<file path="config.mk">
export PLATFORM = sky130hd
export DESIGN_NAME = mc_bank4_error_code_encoder
export DESIGN_NICKNAME = d
export VERILOG_FILES = /design/src/mc_code_pkg.sv /design/src/llc_code_encoder.sv /design/src/mc_bank4_error_code_encoder.sv
export SDC_FILE = /design/constraint.sdc
export NUM_CORES = 1
export LEC_CHECK = 0
export BUFFER_PORTS_ARGS = -buffer_cell sky130_fd_sc_hd__buf_2
export CAP_MARGIN = 20
export CORE_MARGIN = 5
export CORE_UTILIZATION = 46
export DETAILED_ROUTE_END_ITERATION = 10
export PLACE_DENSITY_LB_ADDON = 0.3
export SLEW_MARGIN = 30
export SYNTH_ARGS = -nofsm -noshare
export SYNTH_HDL_FRONTEND = slang
export SYNTH_SLANG_ARGS = --single-unit
</file>
<file path="constraint.sdc">
create_clock -name clk_sys -period 2.4 [get_ports clk_sys]
set_clock_uncertainty 0.1 [all_clocks]
set_input_delay 0.24 -clock clk_sys [delete_from_list [all_inputs] [get_ports clk_sys]]
set_output_delay 0.24 -clock clk_sys [all_outputs]
set_load 0.02 [all_outputs]
</file>
<file path="src/mc_code_pkg.sv">
package mc_code_pkg;

  // ----------------------------------------------------------------
  // status entry layout
  // ----------------------------------------------------------------
  localparam int MSC_LSB = 16;
  localparam int MSC_MSB = 31;
  localparam int UNCORR_BIT = 61;
  localparam int OVER_BIT = 62;
  localparam int VAL_BIT = 63;

  // architectural type codes held in bits 15:0 of the entry
  localparam logic [15:0] TYPE_A_ERR_CODE = 16'h010b;
  localparam logic [15:0] TYPE_B_ERR_CODE = 16'h0e0f;
  localparam logic [15:0] TYPE_C_ERR_CODE = 16'h0400;

  // ----------------------------------------------------------------
  // type A (last-level cache) sub-codes
  // ----------------------------------------------------------------
  localparam int LLC_WAYS = 8;
  localparam logic [2:0] LLC_NO_ERROR = 3'h0;
  localparam logic [2:0] LLC_MULTI_CORR = 3'h1;
  localparam logic [2:0] LLC_MULTI_UNCORR = 3'h2;
  localparam logic [2:0] LLC_MULTI_HIT = 3'h3;
  localparam logic [2:0] LLC_NO_ERROR_ALT = 3'h4;
  localparam logic [2:0] LLC_ONE_CORR = 3'h5;
  localparam logic [2:0] LLC_ONE_UNCORR = 3'h6;
  localparam logic [2:0] LLC_MIXED = 3'h7;
  localparam logic [1:0] LLC_RESERVED_BITS = 2'h0;
  localparam logic [10:0] LLC_FIXED_PATTERN = 11'h100;

  // ----------------------------------------------------------------
  // type B (system bus) events, index order is also priority order
  // ----------------------------------------------------------------
  localparam int BUS_EVENTS = 11;
  localparam int BUS_ECC_INDEX = 8;

  function automatic logic [3:0] bus_bit_pos(input int idx);
    case (idx)
      0: bus_bit_pos = 4'h0;
      1: bus_bit_pos = 4'h1;
      2: bus_bit_pos = 4'h2;
      3: bus_bit_pos = 4'h4;
      4: bus_bit_pos = 4'h5;
      5: bus_bit_pos = 4'h6;
      6: bus_bit_pos = 4'h7;
      7: bus_bit_pos = 4'h8;
      8: bus_bit_pos = 4'h9;
      9: bus_bit_pos = 4'ha;
      default: bus_bit_pos = 4'hb;
    endcase
  endfunction : bus_bit_pos

  localparam logic [15:0] BUS_DEFINED_MASK = 16'h0ff7;

  // ----------------------------------------------------------------
  // type C (cache bus controller) events
  // ----------------------------------------------------------------
  typedef enum logic [4:0] {
    CBUS_INCL_CORE0, CBUS_INCL_CORE1, CBUS_WREX_CORE0, CBUS_WREX_CORE1,
    CBUS_INCL_BUS, CBUS_SNOOP_STALL, CBUS_WRITE_STALL, CBUS_ARB_TIMEOUT,
    CBUS_OOO_QUEUE, CBUS_THERMAL, CBUS_TIMEOUT_A, CBUS_TIMEOUT_B,
    CBUS_QUEUE_FULL, CBUS_CECC_BUS, CBUS_CECC_CORE0, CBUS_CECC_CORE1,
    CBUS_UECC_BUS, CBUS_UECC_CORE0, CBUS_UECC_CORE1, CBUS_UNUSED
  } cbus_kind_type;

  localparam logic [3:0] CBUS_CORR_NIBBLE = 4'hc;

  function automatic logic [15:0] cbus_code(input cbus_kind_type kind);
    case (kind)
      CBUS_INCL_CORE0: cbus_code = 16'h0001;
      CBUS_INCL_CORE1: cbus_code = 16'h0002;
      CBUS_WREX_CORE0: cbus_code = 16'h0003;
      CBUS_WREX_CORE1: cbus_code = 16'h0004;
      CBUS_INCL_BUS: cbus_code = 16'h0005;
      CBUS_SNOOP_STALL: cbus_code = 16'h0006;
      CBUS_WRITE_STALL: cbus_code = 16'h0007;
      CBUS_ARB_TIMEOUT: cbus_code = 16'h0008;
      CBUS_OOO_QUEUE: cbus_code = 16'h0009;
      CBUS_THERMAL: cbus_code = 16'h0100;
      CBUS_TIMEOUT_A: cbus_code = 16'h0200;
      CBUS_TIMEOUT_B: cbus_code = 16'h0300;
      CBUS_QUEUE_FULL: cbus_code = 16'h0400;
      CBUS_CECC_BUS: cbus_code = 16'hc001;
      CBUS_CECC_CORE0: cbus_code = 16'hc002;
      CBUS_CECC_CORE1: cbus_code = 16'hc004;
      CBUS_UECC_BUS: cbus_code = 16'he001;
      CBUS_UECC_CORE0: cbus_code = 16'he002;
      CBUS_UECC_CORE1: cbus_code = 16'he004;
      default: cbus_code = 16'h0000;
    endcase
  endfunction : cbus_code

  localparam logic [15:0] CBUS_RESERVED_CODE = 16'h0000;

  // ----------------------------------------------------------------
  // logged type and register port
  // ----------------------------------------------------------------
  typedef enum logic [1:0] {LOG_NONE, LOG_TYPE_A, LOG_TYPE_B, LOG_TYPE_C} log_kind_type;

  localparam logic [7:0] STATUS_LO_OFFSET = 8'h00;
  localparam logic [7:0] STATUS_HI_OFFSET = 8'h04;
  localparam logic [7:0] CONTROL_OFFSET = 8'h08;
  localparam logic [7:0] DROPPED_OFFSET = 8'h0c;
  localparam int CTRL_ENABLE_BIT = 0;
  localparam int CTRL_CLEAR_BIT = 1;
  localparam logic CTRL_ENABLE_RESET = 1'b1;
  localparam logic [7:0] DROP_MAX = 8'hff;

  typedef struct packed {
    logic fire;
    logic [LLC_WAYS-1:0] corr_ways;
    logic [LLC_WAYS-1:0] uncorr_ways;
    logic [LLC_WAYS-1:0] hit_ways;
  } llc_report_type;

  typedef struct packed {
    logic fire;
    logic [BUS_EVENTS-1:0] events;
    logic ecc_uncorr;
  } bus_report_type;

  typedef struct packed {
    logic fire;
    cbus_kind_type kind;
  } cbus_report_type;

  typedef struct packed {
    logic wr;
    logic rd;
    logic [7:0] addr;
    logic [31:0] wdata;
  } reg_req_type;

endpackage : mc_code_pkg

</file>
<file path="src/llc_code_encoder.sv">
`timescale 1ns/10ps
`default_nettype none
module llc_code_encoder #(
  parameter int WAYS = mc_code_pkg::LLC_WAYS
) (
  input wire logic [WAYS-1:0] corr_ways,
  input wire logic [WAYS-1:0] uncorr_ways,
  input wire logic [WAYS-1:0] hit_ways,
  output logic [2:0] code,
  output logic uncorr
);

  function automatic logic several(input logic [WAYS-1:0] v);
    several = |(v & (v - WAYS'(1)));
  endfunction : several

  // the mixed case outranks the rest; more ways outrank one way
  always_comb begin
    uncorr = |uncorr_ways;
    // (RULE5) corr and uncorr together
    if ((|corr_ways) && (|uncorr_ways)) begin
      code = mc_code_pkg::LLC_MIXED;
    // (RULE3) several ways first
    end else if (several(uncorr_ways)) begin
      code = mc_code_pkg::LLC_MULTI_UNCORR;
    end else if (several(corr_ways)) begin
      code = mc_code_pkg::LLC_MULTI_CORR;
    end else if (several(hit_ways)) begin
      code = mc_code_pkg::LLC_MULTI_HIT;
    // (RULE4) exactly one way
    end else if (|uncorr_ways) begin
      code = mc_code_pkg::LLC_ONE_UNCORR;
    end else if (|corr_ways) begin
      code = mc_code_pkg::LLC_ONE_CORR;
    end else begin
      code = mc_code_pkg::LLC_NO_ERROR;
    end
  end

endmodule : llc_code_encoder
`default_nettype wire

</file>
<file path="src/mc_bank4_error_code_encoder.sv">
// Functional notes
// (RULE1) model code sits in status bits 31:16
// (RULE2) type A cache code in 18:16, 000/100 none
// (RULE3) several ways: 001 corr, 010 uncorr, 011 hit
// (RULE4) one way: 101 corr, 110 uncorr
// (RULE5) corr and uncorr together give 111
// (RULE6) type A: 20:19 zero, 31:21 fixed pattern
// (RULE7) type B bit 16: bus request parity
// (RULE8) bits 17/18: address parity core0/core1
// (RULE9) bit 20: bus response parity
// (RULE10) bit 21: inbound bus data parity
// (RULE11) bits 22/23: data parity core0/core1
// (RULE12) bit 24: enhanced defer parity
// (RULE13) bit 25: inbound data ecc, either class
// (RULE14) bits 26/27: data/request strobe glitch
// (RULE15) type B sets exactly one bit; reserved zero
// (RULE16) type B uncorrected except inbound ecc
// (RULE17) type C codes 0001-0004 core errors
// (RULE18) type C codes 0005-0007 bus errors
// (RULE19) type C 0008 arbitration, 0009 queue
// (RULE20) type C 0100, 0200/0300, 0400
// (RULE21) type C correctable ecc C001/C002/C004
// (RULE22) type C uncorrectable ecc E001/E002/E004
// (RULE23) bit 61 set when error uncorrected
// (RULE24) whole entry written in one cycle
//
// Strobed register access and the placing of the registers were chosen for this implementation.
`timescale 1ns/10ps
`default_nettype none
module mc_bank4_error_code_encoder #(
  parameter int WAYS = mc_code_pkg::LLC_WAYS
) (
  input wire logic clk_sys,
  input wire logic rst_n,
  input wire mc_code_pkg::llc_report_type llc_report,
  input wire mc_code_pkg::bus_report_type bus_report,
  input wire mc_code_pkg::cbus_report_type cbus_report,
  input wire mc_code_pkg::reg_req_type reg_req,
  output logic [31:0] rd_data,
  output logic [63:0] bank_four_error_status,
  output logic uncorrected_flag
);

  // ----------------------------------------------------------------
  // reset release
  // ----------------------------------------------------------------
  logic rst_meta_ff;
  logic rst_sync_ff;

  always_ff @(posedge clk_sys or negedge rst_n) begin
    if (!rst_n) begin
      rst_meta_ff <= 1'b0;
      rst_sync_ff <= 1'b0;
    end else begin
      rst_meta_ff <= 1'b1;
      rst_sync_ff <= rst_meta_ff;
    end
  end

  // ----------------------------------------------------------------
  // type A encoding
  // ----------------------------------------------------------------
  logic [2:0] llc_code;
  logic llc_uncorr;

  llc_code_encoder #(
    .WAYS(WAYS)
  ) u_llc_code (
    .corr_ways(llc_report.corr_ways),
    .uncorr_ways(llc_report.uncorr_ways),
    .hit_ways(llc_report.hit_ways),
    .code(llc_code),
    .uncorr(llc_uncorr)
  );

  // ----------------------------------------------------------------
  // type B and type C encoding
  // ----------------------------------------------------------------
  logic [15:0] bus_code;
  logic bus_uncorr;
  logic bus_any;
  logic [15:0] cbus_msc;
  logic cbus_known;
  logic cbus_uncorr;

  // (RULE15) lowest event index wins so only one bit is logged
  always_comb begin
    bus_code = 16'h0000;
    bus_uncorr = 1'b1;
    bus_any = 1'b0;
    for (int i = mc_code_pkg::BUS_EVENTS - 1; i >= 0; i--) begin
      if (bus_report.events[i]) begin
        bus_any = 1'b1;
        // (RULE8) address parity per core
        // (RULE9) response parity bit
        // (RULE10) inbound data parity bit
        // (RULE11) data parity per core
        // (RULE12) enhanced defer parity bit
        // (RULE14) strobe glitch bits
        // (RULE7) one bit per bus event
        bus_code = 16'h0001 << mc_code_pkg::bus_bit_pos(i);
        // (RULE13) inbound ecc keeps its class
        // (RULE16) only the inbound ecc event may be corrected
        bus_uncorr = (i == mc_code_pkg::BUS_ECC_INDEX) ? bus_report.ecc_uncorr : 1'b1;
      end
    end
  end

  // (RULE17) type C code table lookup
  always_comb begin
    // (RULE18) bus-side codes 0005-0007
    // (RULE19) arbitration and queue codes
    // (RULE20) thermal, timeout, queue-full codes
    cbus_msc = mc_code_pkg::cbus_code(cbus_report.kind);
    // (RULE22) reserved encodings are never logged
    cbus_known = (cbus_msc != mc_code_pkg::CBUS_RESERVED_CODE);
    // (RULE21) correctable ecc codes are the only corrected ones
    cbus_uncorr = (cbus_msc[15:12] != mc_code_pkg::CBUS_CORR_NIBBLE);
  end

  // ----------------------------------------------------------------
  // next entry
  // ----------------------------------------------------------------
  logic [63:0] status_ff;
  mc_code_pkg::log_kind_type logged_ff;
  logic enable_ff;
  logic [7:0] dropped_ff;
  logic [63:0] nxt_entry;
  mc_code_pkg::log_kind_type nxt_kind;
  logic nxt_uncorr;
  logic want_log;
  logic accept;
  logic clear_req;

  always_comb begin
    nxt_entry = 64'h0;
    nxt_kind = mc_code_pkg::LOG_NONE;
    nxt_uncorr = 1'b0;
    if (llc_report.fire) begin
      nxt_kind = mc_code_pkg::LOG_TYPE_A;
      nxt_uncorr = llc_uncorr;
      nxt_entry[15:0] = mc_code_pkg::TYPE_A_ERR_CODE;
      // (RULE2) cache sub-code in the low three bits
      nxt_entry[mc_code_pkg::MSC_LSB +: 3] = llc_code;
      // (RULE6) reserved pair and fixed pattern
      nxt_entry[20:19] = mc_code_pkg::LLC_RESERVED_BITS;
      nxt_entry[31:21] = mc_code_pkg::LLC_FIXED_PATTERN;
    end else if (bus_report.fire && bus_any) begin
      nxt_kind = mc_code_pkg::LOG_TYPE_B;
      nxt_uncorr = bus_uncorr;
      nxt_entry[15:0] = mc_code_pkg::TYPE_B_ERR_CODE;
      // (RULE1) model code field
      nxt_entry[mc_code_pkg::MSC_MSB:mc_code_pkg::MSC_LSB] = bus_code;
    end else if (cbus_report.fire && cbus_known) begin
      nxt_kind = mc_code_pkg::LOG_TYPE_C;
      nxt_uncorr = cbus_uncorr;
      nxt_entry[15:0] = mc_code_pkg::TYPE_C_ERR_CODE;
      nxt_entry[mc_code_pkg::MSC_MSB:mc_code_pkg::MSC_LSB] = cbus_msc;
    end
    // (RULE23) uncorrected flag travels with the entry
    nxt_entry[mc_code_pkg::UNCORR_BIT] = nxt_uncorr;
    nxt_entry[mc_code_pkg::VAL_BIT] = 1'b1;
  end

  // an uncorrected error may replace a corrected one, never the reverse
  assign want_log = enable_ff && (nxt_kind != mc_code_pkg::LOG_NONE);
  assign clear_req = reg_req.wr && (reg_req.addr == mc_code_pkg::CONTROL_OFFSET)
                     && reg_req.wdata[mc_code_pkg::CTRL_CLEAR_BIT];
  assign accept = want_log && (!status_ff[mc_code_pkg::VAL_BIT] || clear_req
                  || (nxt_uncorr && !status_ff[mc_code_pkg::UNCORR_BIT]));

  // ----------------------------------------------------------------
  // status entry
  // ----------------------------------------------------------------
  // (RULE24) entry and code land together; a new error beats a clear
  always_ff @(posedge clk_sys or negedge rst_sync_ff) begin
    if (!rst_sync_ff) begin
      status_ff <= 64'h0;
      logged_ff <= mc_code_pkg::LOG_NONE;
    end else if (accept) begin
      status_ff <= nxt_entry;
      status_ff[mc_code_pkg::OVER_BIT] <= status_ff[mc_code_pkg::VAL_BIT] && !clear_req;
      logged_ff <= nxt_kind;
    end else if (want_log) begin
      status_ff[mc_code_pkg::OVER_BIT] <= 1'b1;
    end else if (clear_req) begin
      status_ff <= 64'h0;
      logged_ff <= mc_code_pkg::LOG_NONE;
    end
  end

  always_ff @(posedge clk_sys or negedge rst_sync_ff) begin
    if (!rst_sync_ff) begin
      dropped_ff <= 8'h00;
    end else if (want_log && !accept && dropped_ff != mc_code_pkg::DROP_MAX) begin
      dropped_ff <= dropped_ff + 8'h01;
    end
  end

  always_ff @(posedge clk_sys or negedge rst_sync_ff) begin
    if (!rst_sync_ff) begin
      enable_ff <= mc_code_pkg::CTRL_ENABLE_RESET;
    end else if (reg_req.wr && reg_req.addr == mc_code_pkg::CONTROL_OFFSET) begin
      enable_ff <= reg_req.wdata[mc_code_pkg::CTRL_ENABLE_BIT];
    end
  end

  assign bank_four_error_status = status_ff;
  assign uncorrected_flag = status_ff[mc_code_pkg::UNCORR_BIT];

  // ----------------------------------------------------------------
  // register read port
  // ----------------------------------------------------------------
  logic [31:0] rd_data_ff;

  // data stands only in the cycle after the strobe, zero elsewhere
  always_ff @(posedge clk_sys or negedge rst_sync_ff) begin
    if (!rst_sync_ff) begin
      rd_data_ff <= 32'h0;
    end else if (reg_req.rd) begin
      case (reg_req.addr)
        mc_code_pkg::STATUS_LO_OFFSET: rd_data_ff <= status_ff[31:0];
        mc_code_pkg::STATUS_HI_OFFSET: rd_data_ff <= status_ff[63:32];
        mc_code_pkg::CONTROL_OFFSET: rd_data_ff <= {31'h0, enable_ff};
        mc_code_pkg::DROPPED_OFFSET: rd_data_ff <= {24'h0, dropped_ff};
        default: rd_data_ff <= 32'h0;
      endcase
    end else begin
      rd_data_ff <= 32'h0;
    end
  end

  assign rd_data = rd_data_ff;

  // ----------------------------------------------------------------
  // assertions
  // ----------------------------------------------------------------
  fixed_pattern_a: // (RULE6)
  assert property (@(posedge clk_sys) disable iff (!rst_sync_ff)
    logged_ff == mc_code_pkg::LOG_TYPE_A |-> status_ff[31:19] == 13'h0400)
    else $error("type A upper bits wrong");

  llc_mixed_a: // (RULE5)
  assert property (@(posedge clk_sys) disable iff (!rst_sync_ff)
    accept && llc_report.fire && (|llc_report.corr_ways) && (|llc_report.uncorr_ways)
    |=> status_ff[18:16] == 3'h7 && status_ff[61])
    else $error("mixed ways not coded 111");

  llc_single_a: // (RULE4)
  assert property (@(posedge clk_sys) disable iff (!rst_sync_ff)
    accept && llc_report.fire && $onehot(llc_report.corr_ways) && llc_report.uncorr_ways == '0
    && llc_report.hit_ways == '0 |=> status_ff[18:16] == 3'h5 && !status_ff[61])
    else $error("single correctable way not coded 101");

  bus_onehot_a: // (RULE15)
  assert property (@(posedge clk_sys) disable iff (!rst_sync_ff)
    logged_ff == mc_code_pkg::LOG_TYPE_B |-> $onehot(status_ff[31:16])
    && status_ff[19] == 1'b0 && status_ff[31:28] == 4'h0)
    else $error("type B code not one defined bit");

  bus_uncorr_a: // (RULE16)
  assert property (@(posedge clk_sys) disable iff (!rst_sync_ff)
    logged_ff == mc_code_pkg::LOG_TYPE_B && !status_ff[25] |-> status_ff[61])
    else $error("non-ecc bus error logged corrected");

  bus_ecc_a: // (RULE13)
  assert property (@(posedge clk_sys) disable iff (!rst_sync_ff)
    accept && !llc_report.fire && bus_report.fire && bus_report.events == 11'h100
    |=> status_ff[31:16] == 16'h0200 && status_ff[61] == $past(bus_report.ecc_uncorr))
    else $error("inbound ecc bit or class wrong");

  cbus_class_a: // (RULE21)
  assert property (@(posedge clk_sys) disable iff (!rst_sync_ff)
    logged_ff == mc_code_pkg::LOG_TYPE_C |-> status_ff[61] == (status_ff[31:28] != 4'hc))
    else $error("type C class mismatch");

  log_atomic_a: // (RULE24)
  assert property (@(posedge clk_sys) disable iff (!rst_sync_ff)
    !accept && !clear_req |=> $stable(status_ff[61:0]))
    else $error("entry changed without a log");

  read_window_a:
  assert property (@(posedge clk_sys) disable iff (!rst_sync_ff)
    !reg_req.rd |=> rd_data_ff == 32'h0)
    else $error("read data outside its cycle");

  llc_none_a: // (RULE2)
  assert property (@(posedge clk_sys) disable iff (!rst_sync_ff)
    accept && llc_report.fire && {llc_report.corr_ways, llc_report.uncorr_ways, llc_report.hit_ways} == '0
    |=> status_ff[18:16] == 3'h0 && !status_ff[61])
    else $error("quiet way report not coded 000");

  llc_multi_corr_a: // (RULE3)
  assert property (@(posedge clk_sys) disable iff (!rst_sync_ff)
    accept && llc_report.fire && !$onehot0(llc_report.corr_ways) && llc_report.uncorr_ways == '0
    |=> status_ff[18:16] == 3'h1 && !status_ff[61])
    else $error("several correctable ways not coded 001");

  llc_multi_uncorr_a: // (RULE3)
  assert property (@(posedge clk_sys) disable iff (!rst_sync_ff)
    accept && llc_report.fire && llc_report.corr_ways == '0 && !$onehot0(llc_report.uncorr_ways)
    |=> status_ff[18:16] == 3'h2 && status_ff[61])
    else $error("several uncorrectable ways not coded 010");

  llc_multi_hit_a: // (RULE3)
  assert property (@(posedge clk_sys) disable iff (!rst_sync_ff)
    accept && llc_report.fire && {llc_report.corr_ways, llc_report.uncorr_ways} == '0
    && !$onehot0(llc_report.hit_ways) |=> status_ff[18:16] == 3'h3 && !status_ff[61])
    else $error("several hit ways not coded 011");

  llc_one_uncorr_a: // (RULE4)
  assert property (@(posedge clk_sys) disable iff (!rst_sync_ff)
    accept && llc_report.fire && llc_report.corr_ways == '0 && $onehot(llc_report.uncorr_ways)
    && $onehot0(llc_report.hit_ways) |=> status_ff[18:16] == 3'h6 && status_ff[61])
    else $error("single uncorrectable way not coded 110");

  bus_addr_core1_a: // (RULE8)
  assert property (@(posedge clk_sys) disable iff (!rst_sync_ff)
    accept && !llc_report.fire && bus_report.fire && bus_report.events == 11'h004
    |=> status_ff[31:16] == 16'h0004)
    else $error("core 1 address parity not at bit 18");

  bus_response_a: // (RULE9)
  assert property (@(posedge clk_sys) disable iff (!rst_sync_ff)
    accept && !llc_report.fire && bus_report.fire && bus_report.events == 11'h008
    |=> status_ff[31:16] == 16'h0010)
    else $error("response parity not at bit 20");

  bus_inbound_parity_a: // (RULE10)
  assert property (@(posedge clk_sys) disable iff (!rst_sync_ff)
    accept && !llc_report.fire && bus_report.fire && bus_report.events == 11'h010
    |=> status_ff[31:16] == 16'h0020)
    else $error("inbound data parity not at bit 21");

  bus_data_core1_a: // (RULE11)
  assert property (@(posedge clk_sys) disable iff (!rst_sync_ff)
    accept && !llc_report.fire && bus_report.fire && bus_report.events == 11'h040
    |=> status_ff[31:16] == 16'h0080)
    else $error("core 1 data parity not at bit 23");

  bus_defer_a: // (RULE12)
  assert property (@(posedge clk_sys) disable iff (!rst_sync_ff)
    accept && !llc_report.fire && bus_report.fire && bus_report.events == 11'h080
    |=> status_ff[31:16] == 16'h0100)
    else $error("enhanced defer parity not at bit 24");

  bus_req_glitch_a: // (RULE14)
  assert property (@(posedge clk_sys) disable iff (!rst_sync_ff)
    accept && !llc_report.fire && bus_report.fire && bus_report.events == 11'h400
    |=> status_ff[31:16] == 16'h0800)
    else $error("request strobe glitch not at bit 27");

endmodule : mc_bank4_error_code_encoder
`default_nettype wire

</file>
# ---- After elaboration in Yosys (flattened, before gate mapping)
# Memories as Yosys holds them, arrays and structs flattened.
# Index checks and enable logic that the tools add are counted.
dict set report op_classes {
  mux 64
  bitwise 3
  n_eq_ne 6
  shifts 11
  add_sub_neg 4
  n_reduce_logical 28
}
# cell n
set op_table {}
lappend op_table {{two-way mux 16 bit} 11}
lappend op_table {{<< shifter 1 x 4 -> 16 bit (first input constant)} 11}
lappend op_table {{two-way mux 32 bit} 4}
lappend op_table {{two-way mux 64 bit} 2}
lappend op_table {{one-hot mux 32 bit (4 select lines)} 1}
lappend op_table {{two-way mux 62 bit} 1}
lappend op_table {{two-way mux 4 bit} 11}
lappend op_table {{OR reduction 8 bit} 5}
lappend op_table {{two-way mux 1 bit} 25}
lappend op_table {{AND 8 bit} 3}
lappend op_table {{subtractor 8 x 1 -> 8 bit (second input constant)} 3}
lappend op_table {{two-way mux 3 bit} 6}
lappend op_table {{equality test 8 x 4 -> 1 bit (second input constant)} 2}
lappend op_table {{nonzero test 16 bit} 1}
lappend op_table {{logical AND 1 bit} 11}
lappend op_table {{adder 8 x 1 -> 8 bit (second input constant)} 1}
lappend op_table {{equality test 8 x 3 -> 1 bit (second input constant)} 1}
lappend op_table {{zero test 8 bit} 1}
lappend op_table {{!= test 8 bit (second input constant)} 1}
lappend op_table {{two-way mux 2 bit} 3}
lappend op_table {{zero test 1 bit} 4}
lappend op_table {{!= test 4 bit (second input constant)} 1}
lappend op_table {{nonzero test 2 bit} 2}
lappend op_table {{nonzero test 3 bit} 1}
lappend op_table {{other kinds (3)} 4}
dict set report word_totals {
  wordCells 124
  memories 1
  romBits 320
  input_bits 88
  reg_bits 107
}
# memory words word_bits rd rd_clocked_by_memory_dff write_ports line
set memory_table {}
lappend memory_table {{(name not given)} 32 10 1 0 0 mc_code_pkg.sv:70} ;# case (kind)

# ---- Longest topological paths before layout
dict set report logic_depth {
  word_depth 20
  ltp_mapped 10
  mapped_depth_nobuf 8
}

# ---- Cells and area by module
# Synthesis repeated with hierarchy kept, for this count alone.
dict set report unflattened {
  hier_cells 373
  hier_area_um2 3677.3
}
# mod area_per_inst_um2 cells_each n_inst
set modules_own_cells {}
lappend modules_own_cells {mc_bank4_error_code_encoder 3403.3 334 1}
lappend modules_own_cells {llc_code_encoder 274.0 39 1}

# ---- Worst setup path before layout
# No wires, ideal clock.
dict set report synth_timing {
  path_kind {input port to flip-flop}
  start {input port bus_report[4] (netlist bit)}
  end {register dropped_ff[6]}
  path_buffers 2
  arrival_time_ns 2.290
  path_stages 8
  slack_ns -0.115
  required_time_ns 2.175
  setup_time_ns 0.125
  cell_sequence {or4_1 -> buf_2 -> o32a_4 -> nor4_2 -> a31o_2 -> buf_6 -> nor4_1 -> mux2_4}
}
dict set report synth_via {
  elab_chain_len 13
  word_cells_on_any_way 21
  classes_between {mux (12); reduce/logical (9)}
}
# item line
set synth_rtl {}
lappend synth_rtl {{start: declaration} mc_bank4_error_code_encoder.sv:36} ;# input wire mc_code_pkg::bus_report_type bus_report,
lappend synth_rtl {{two-way mux 1 bit (4 in series)} mc_bank4_error_code_encoder.sv:92} ;# if (bus_report.events[i]) begin
lappend synth_rtl {{logical AND 1 bit} mc_bank4_error_code_encoder.sv:148} ;# end else if (bus_report.fire && bus_any) begin
lappend synth_rtl {{two-way mux 2 bit or two-way mux 1 bit (tied branches)} mc_bank4_error_code_encoder.sv:148}
lappend synth_rtl {{two-way mux 2 bit or two-way mux 1 bit (tied branches)} mc_bank4_error_code_encoder.sv:139} ;# if (llc_report.fire) begin
lappend synth_rtl {{nonzero test 2 bit or logical AND 1 bit (tied branches)} {mc_bank4_error_code_encoder.sv:166, mc_bank4_error_code_encoder.sv:170}}
lappend synth_rtl {{logical AND 1 bit or logical OR 1 bit (tied branches)} {mc_bank4_error_code_encoder.sv:166, mc_bank4_error_code_encoder.sv:170}}
lappend synth_rtl {{logical AND 1 bit} mc_bank4_error_code_encoder.sv:169} ;# assign accept = want_log && (!status_ff[mc_code_pkg::VAL_BIT] || clear_req
lappend synth_rtl {{zero test 1 bit} mc_bank4_error_code_encoder.sv:195} ;# end else if (want_log && !accept && dropped_ff != mc_code_pkg::DROP_MAX) begin
lappend synth_rtl {{logical AND 1 bit (*) (2 in series)} mc_bank4_error_code_encoder.sv:195}
lappend synth_rtl {{end signal: assignment} mc_bank4_error_code_encoder.sv:196} ;# dropped_ff <= dropped_ff + 8'h01;
lappend synth_rtl {{end: declaration} mc_bank4_error_code_encoder.sv:127} ;# logic [7:0] dropped_ff;
# Every way passes the cells marked *; elsewhere a longest branch is shown, timed or not.
# A chain may end at the register's enable or synchronous reset.

# ---- Worst setup path after layout
# Same ends and word-level chain as after synthesis.

==> qor.yml <==
setup_path:
  required_ps: 2510
  crit_path_max_fanout: 6
  critical_path.startpoint: "bus_report[4]"
  startpoint_type: "input port"
  worst-path-buf-inv: 1
  cp_cell_sequence: "buf_2 -> or4_1 -> o32a_4 -> nor2_1 -> o21ai_2 -> nor4_2 -> mux2_4"
  cpPeakStageDelay_ps: 660
  crit_family: "simple AND/OR/NAND/NOR gates"
  cp_slowest_cell: "or4_1"
  r2r_start: "bank_four_error_status[61]"
  crit_type: "in2reg"
  cp.arrival_ps: 2330
  cp-end-kind: "flip-flop"
cells_and_area:
  drive_gt1_share_pct: 37.8
  antennaDiodeCount: 0
  syn_to_final_growth_pct: 26.3
  final_area_sq_um: 4570
  layout_common_cells: "buf_2 (111), dfrtp_1 (56), buf_4 (46)"
  final_common_cell: "buf_2"
  fin_nets: 609
  fin_cells: 621
  n_fill_cell: 695
timing:
  max_freq_ghz: 0.451
  finalSetupViolCount: 0
  finalHoldViolCount: 0
  relSlewSlack_pct: 47.4
  rsz0062_at_grt: "no"
  tightestPinTransition_ps: 769
  post-route-min-period_ps: 2220
  tns_ps: 0
  fin_crit_sh_pct: 92.4
  drv_slew: 0
pwr:
  power_switching_uw: 855
  combPwrFrac_pct: 24.8
  peakVddDrop_uv: 292
  p_clk_share_pct: 29.0
  p_leak_nw: 2.37
  power_mw: 2.62
  power.density_nw_per_um2: 573
  p_sw_share_pct: 32.7
  pwr-share-seq_pct: 46.2
  intPower_mw: 1.76
floorplanning:
  start_util_pct: 47.1
  num_rows: 32
  die_x_microns: 98.7
  core_sq_um: 7690
  num_io_pins: 185
  chipHeight_microns: 98.7
  dieArea_sq_um: 9740
yosys:
  synth_area_leader_cell: "dfrtp_1"
  syn_inst: 366
  synth_area_per_cell_sq_um: 9.88
  yosysWarnings: 0
  ys_top_cells_by_area: "dfrtp_1 (39%), buf_4 (10%), and2_1 (3.8%)"
  synth_edf_count: 0
  syn_area_sq_um: 3620
  yosysUniqueCellTypes: 67
  synthFlopType: "dfrtp_1"
  synth_top_cell_area_share_pct: 39.4
  yosysSeqAreaShare_pct: 40.2
  synth-seq-cells: 58
  postSynth.asyncResetShare_pct: 100
drt:
  ant_nets: 0
  firstDrtPassIters: 4
  post_drt_via_cell_ratio: 5.11
  dr.first_iter.drc_count: 94
  wl_per_cell_microns: 14.4
  wirelength_microns: 8910
  drc_errors: 0
  num_vias: 3176
place:
  dp_hpwl_microns: 7220
  io_buffers: 111
  gp_congestion: 0.872
  dp.cells: 604
  dpl_cell_area_sq_um: 4380
global_route:
  grt_pass1_vias: 3186
  grt_pass1_wl_microns: 14900
  gr-total-overflow: 0
  grt_max_degree: 57
  track_usage_pct: 18.4
  antenna_found_initial: 0
outcome:
  status: "finished, final reports clean"
clock_network:
  h-tree-depth: 3
  clk_pin_slew_worst_paths_ps: 60
  worstSkewPairLatency_ps: 320
  cts_tree: "built"
  cts_sinks: 58
  cts_setup_buffers: 0
  cts_buffer_depth: 2
  numCtsBuffers: 9
  clock-root-buffer: "clkbuf_8"
min_path:
  min_path_type: "in2reg"
  min_from: "reg_req[0]"
run:
  cap_violations: 0
==> timing repair <==
item | CTS | global route
resized for setup | 0 | 1
hold buffers | 1 | 0
hold endpoints to repair | 2 | 0
setup endpoints to repair | 0 | 1
==> flip-flops by register name (all words and copies together) (netlist names) <==
register	count
rd_data	26
enable_ff	1
rst_meta_ff	1
rst_sync_ff	1
bank_four_error_status	21
dropped_ff	8
==> routing by layer <==
metal	part of all wire [%]	track usage (%)	routed length [microns]
met5	0	0	0
met4	1.1	4.94	97
met3	8.1	4.32	721
met2	48	30.6	4290
met1	43	24.2	3800
==> final timing paths <==
path,slack (ps),depth (start not counted),end
max,180,7,dropped_ff[6]
min,50,2,enable_ff
max reg2reg,240,4,bank_four_error_status[22]
min reg2reg,260,0,rst_sync_ff
max in group asynchronous,1460,1,rd_data[1]
min in group asynchronous,140,2,rst_sync_ff
==> per-stage QoR <==
step                setup WS, ps  hold WS [ps]  utilization (%)
detailed placement          -156         -73.3             57.0
global placement            -126         -75.0             57.0
floorplan                   18.7          -156                -
CTS                          184          48.2             59.3
global route                9.65          61.8             59.4
finish                       182          51.1             59.4
==> synth_stat cells (all sizes together) (3+ instances only) <==
master and n:
inv 10, ha 7, maj3 4, a21o 4, o21ai 5, nor3 14
nand2b 7, a32o 7, a211o 4, nand3 12, xor2 6, dfrtp 57
or4 6, mux2i 3, o22ai 3, a21oi 9, nor4 11, a31oi 3
clkbuf 8, o211ai 4, a22o 9, nor4b 4, nor2b 5, and2 22
nand3b 3, buf 56, o2bb2ai 4, a2111oi 6, mux2 3, nor3b 3
nand2 17, nor2 19, a31o 3
==> logic make-up after synthesis <==
kind of cell | after synthesis | share of synthesized area (%)
adder cells (fa/ha/maj) | 11 | 3.53
AND/OR/NAND/NOR | 136 | 22.0
buffers and inverters | 74 | 14.0
XOR/XNOR | 6 | 1.45
flip-flops | 58 | 40.2
multiplexers | 6 | 1.97
AO/OA/AOI/OAI | 73 | 16.7
other | 2 | 0.208
==> power by group through the flow <==
stage	sequential [mW]	combinational, mW	clock (mW)
5_1_grt	1.23	0.716	0.813
3_5_place_dp	1.23	0.643	0
6_report	1.21	0.648	0.758
4_1_cts	1.21	0.647	0.773
3_3_place_gp	1.22	0.627	0
2_1_floorplan	1.24	0.443	0
==> final cells by class <==
class / instances / area [sq um] / share of cell area [%]
Clock buffer: 11 / 141 / 3.10
Clock inverter: 5 / 30.0 / 0.658
Multi-Input combinational cell: 276 / 1850 / 40.4
Timing Repair Buffer: 159 / 931 / 20.4
Inverter: 10 / 37.5 / 0.822
Sequential cell: 58 / 1450 / 31.8
Tap cell: 102 / 128 / 2.79
No activity file was read; power rests on OpenSTA's default activity.
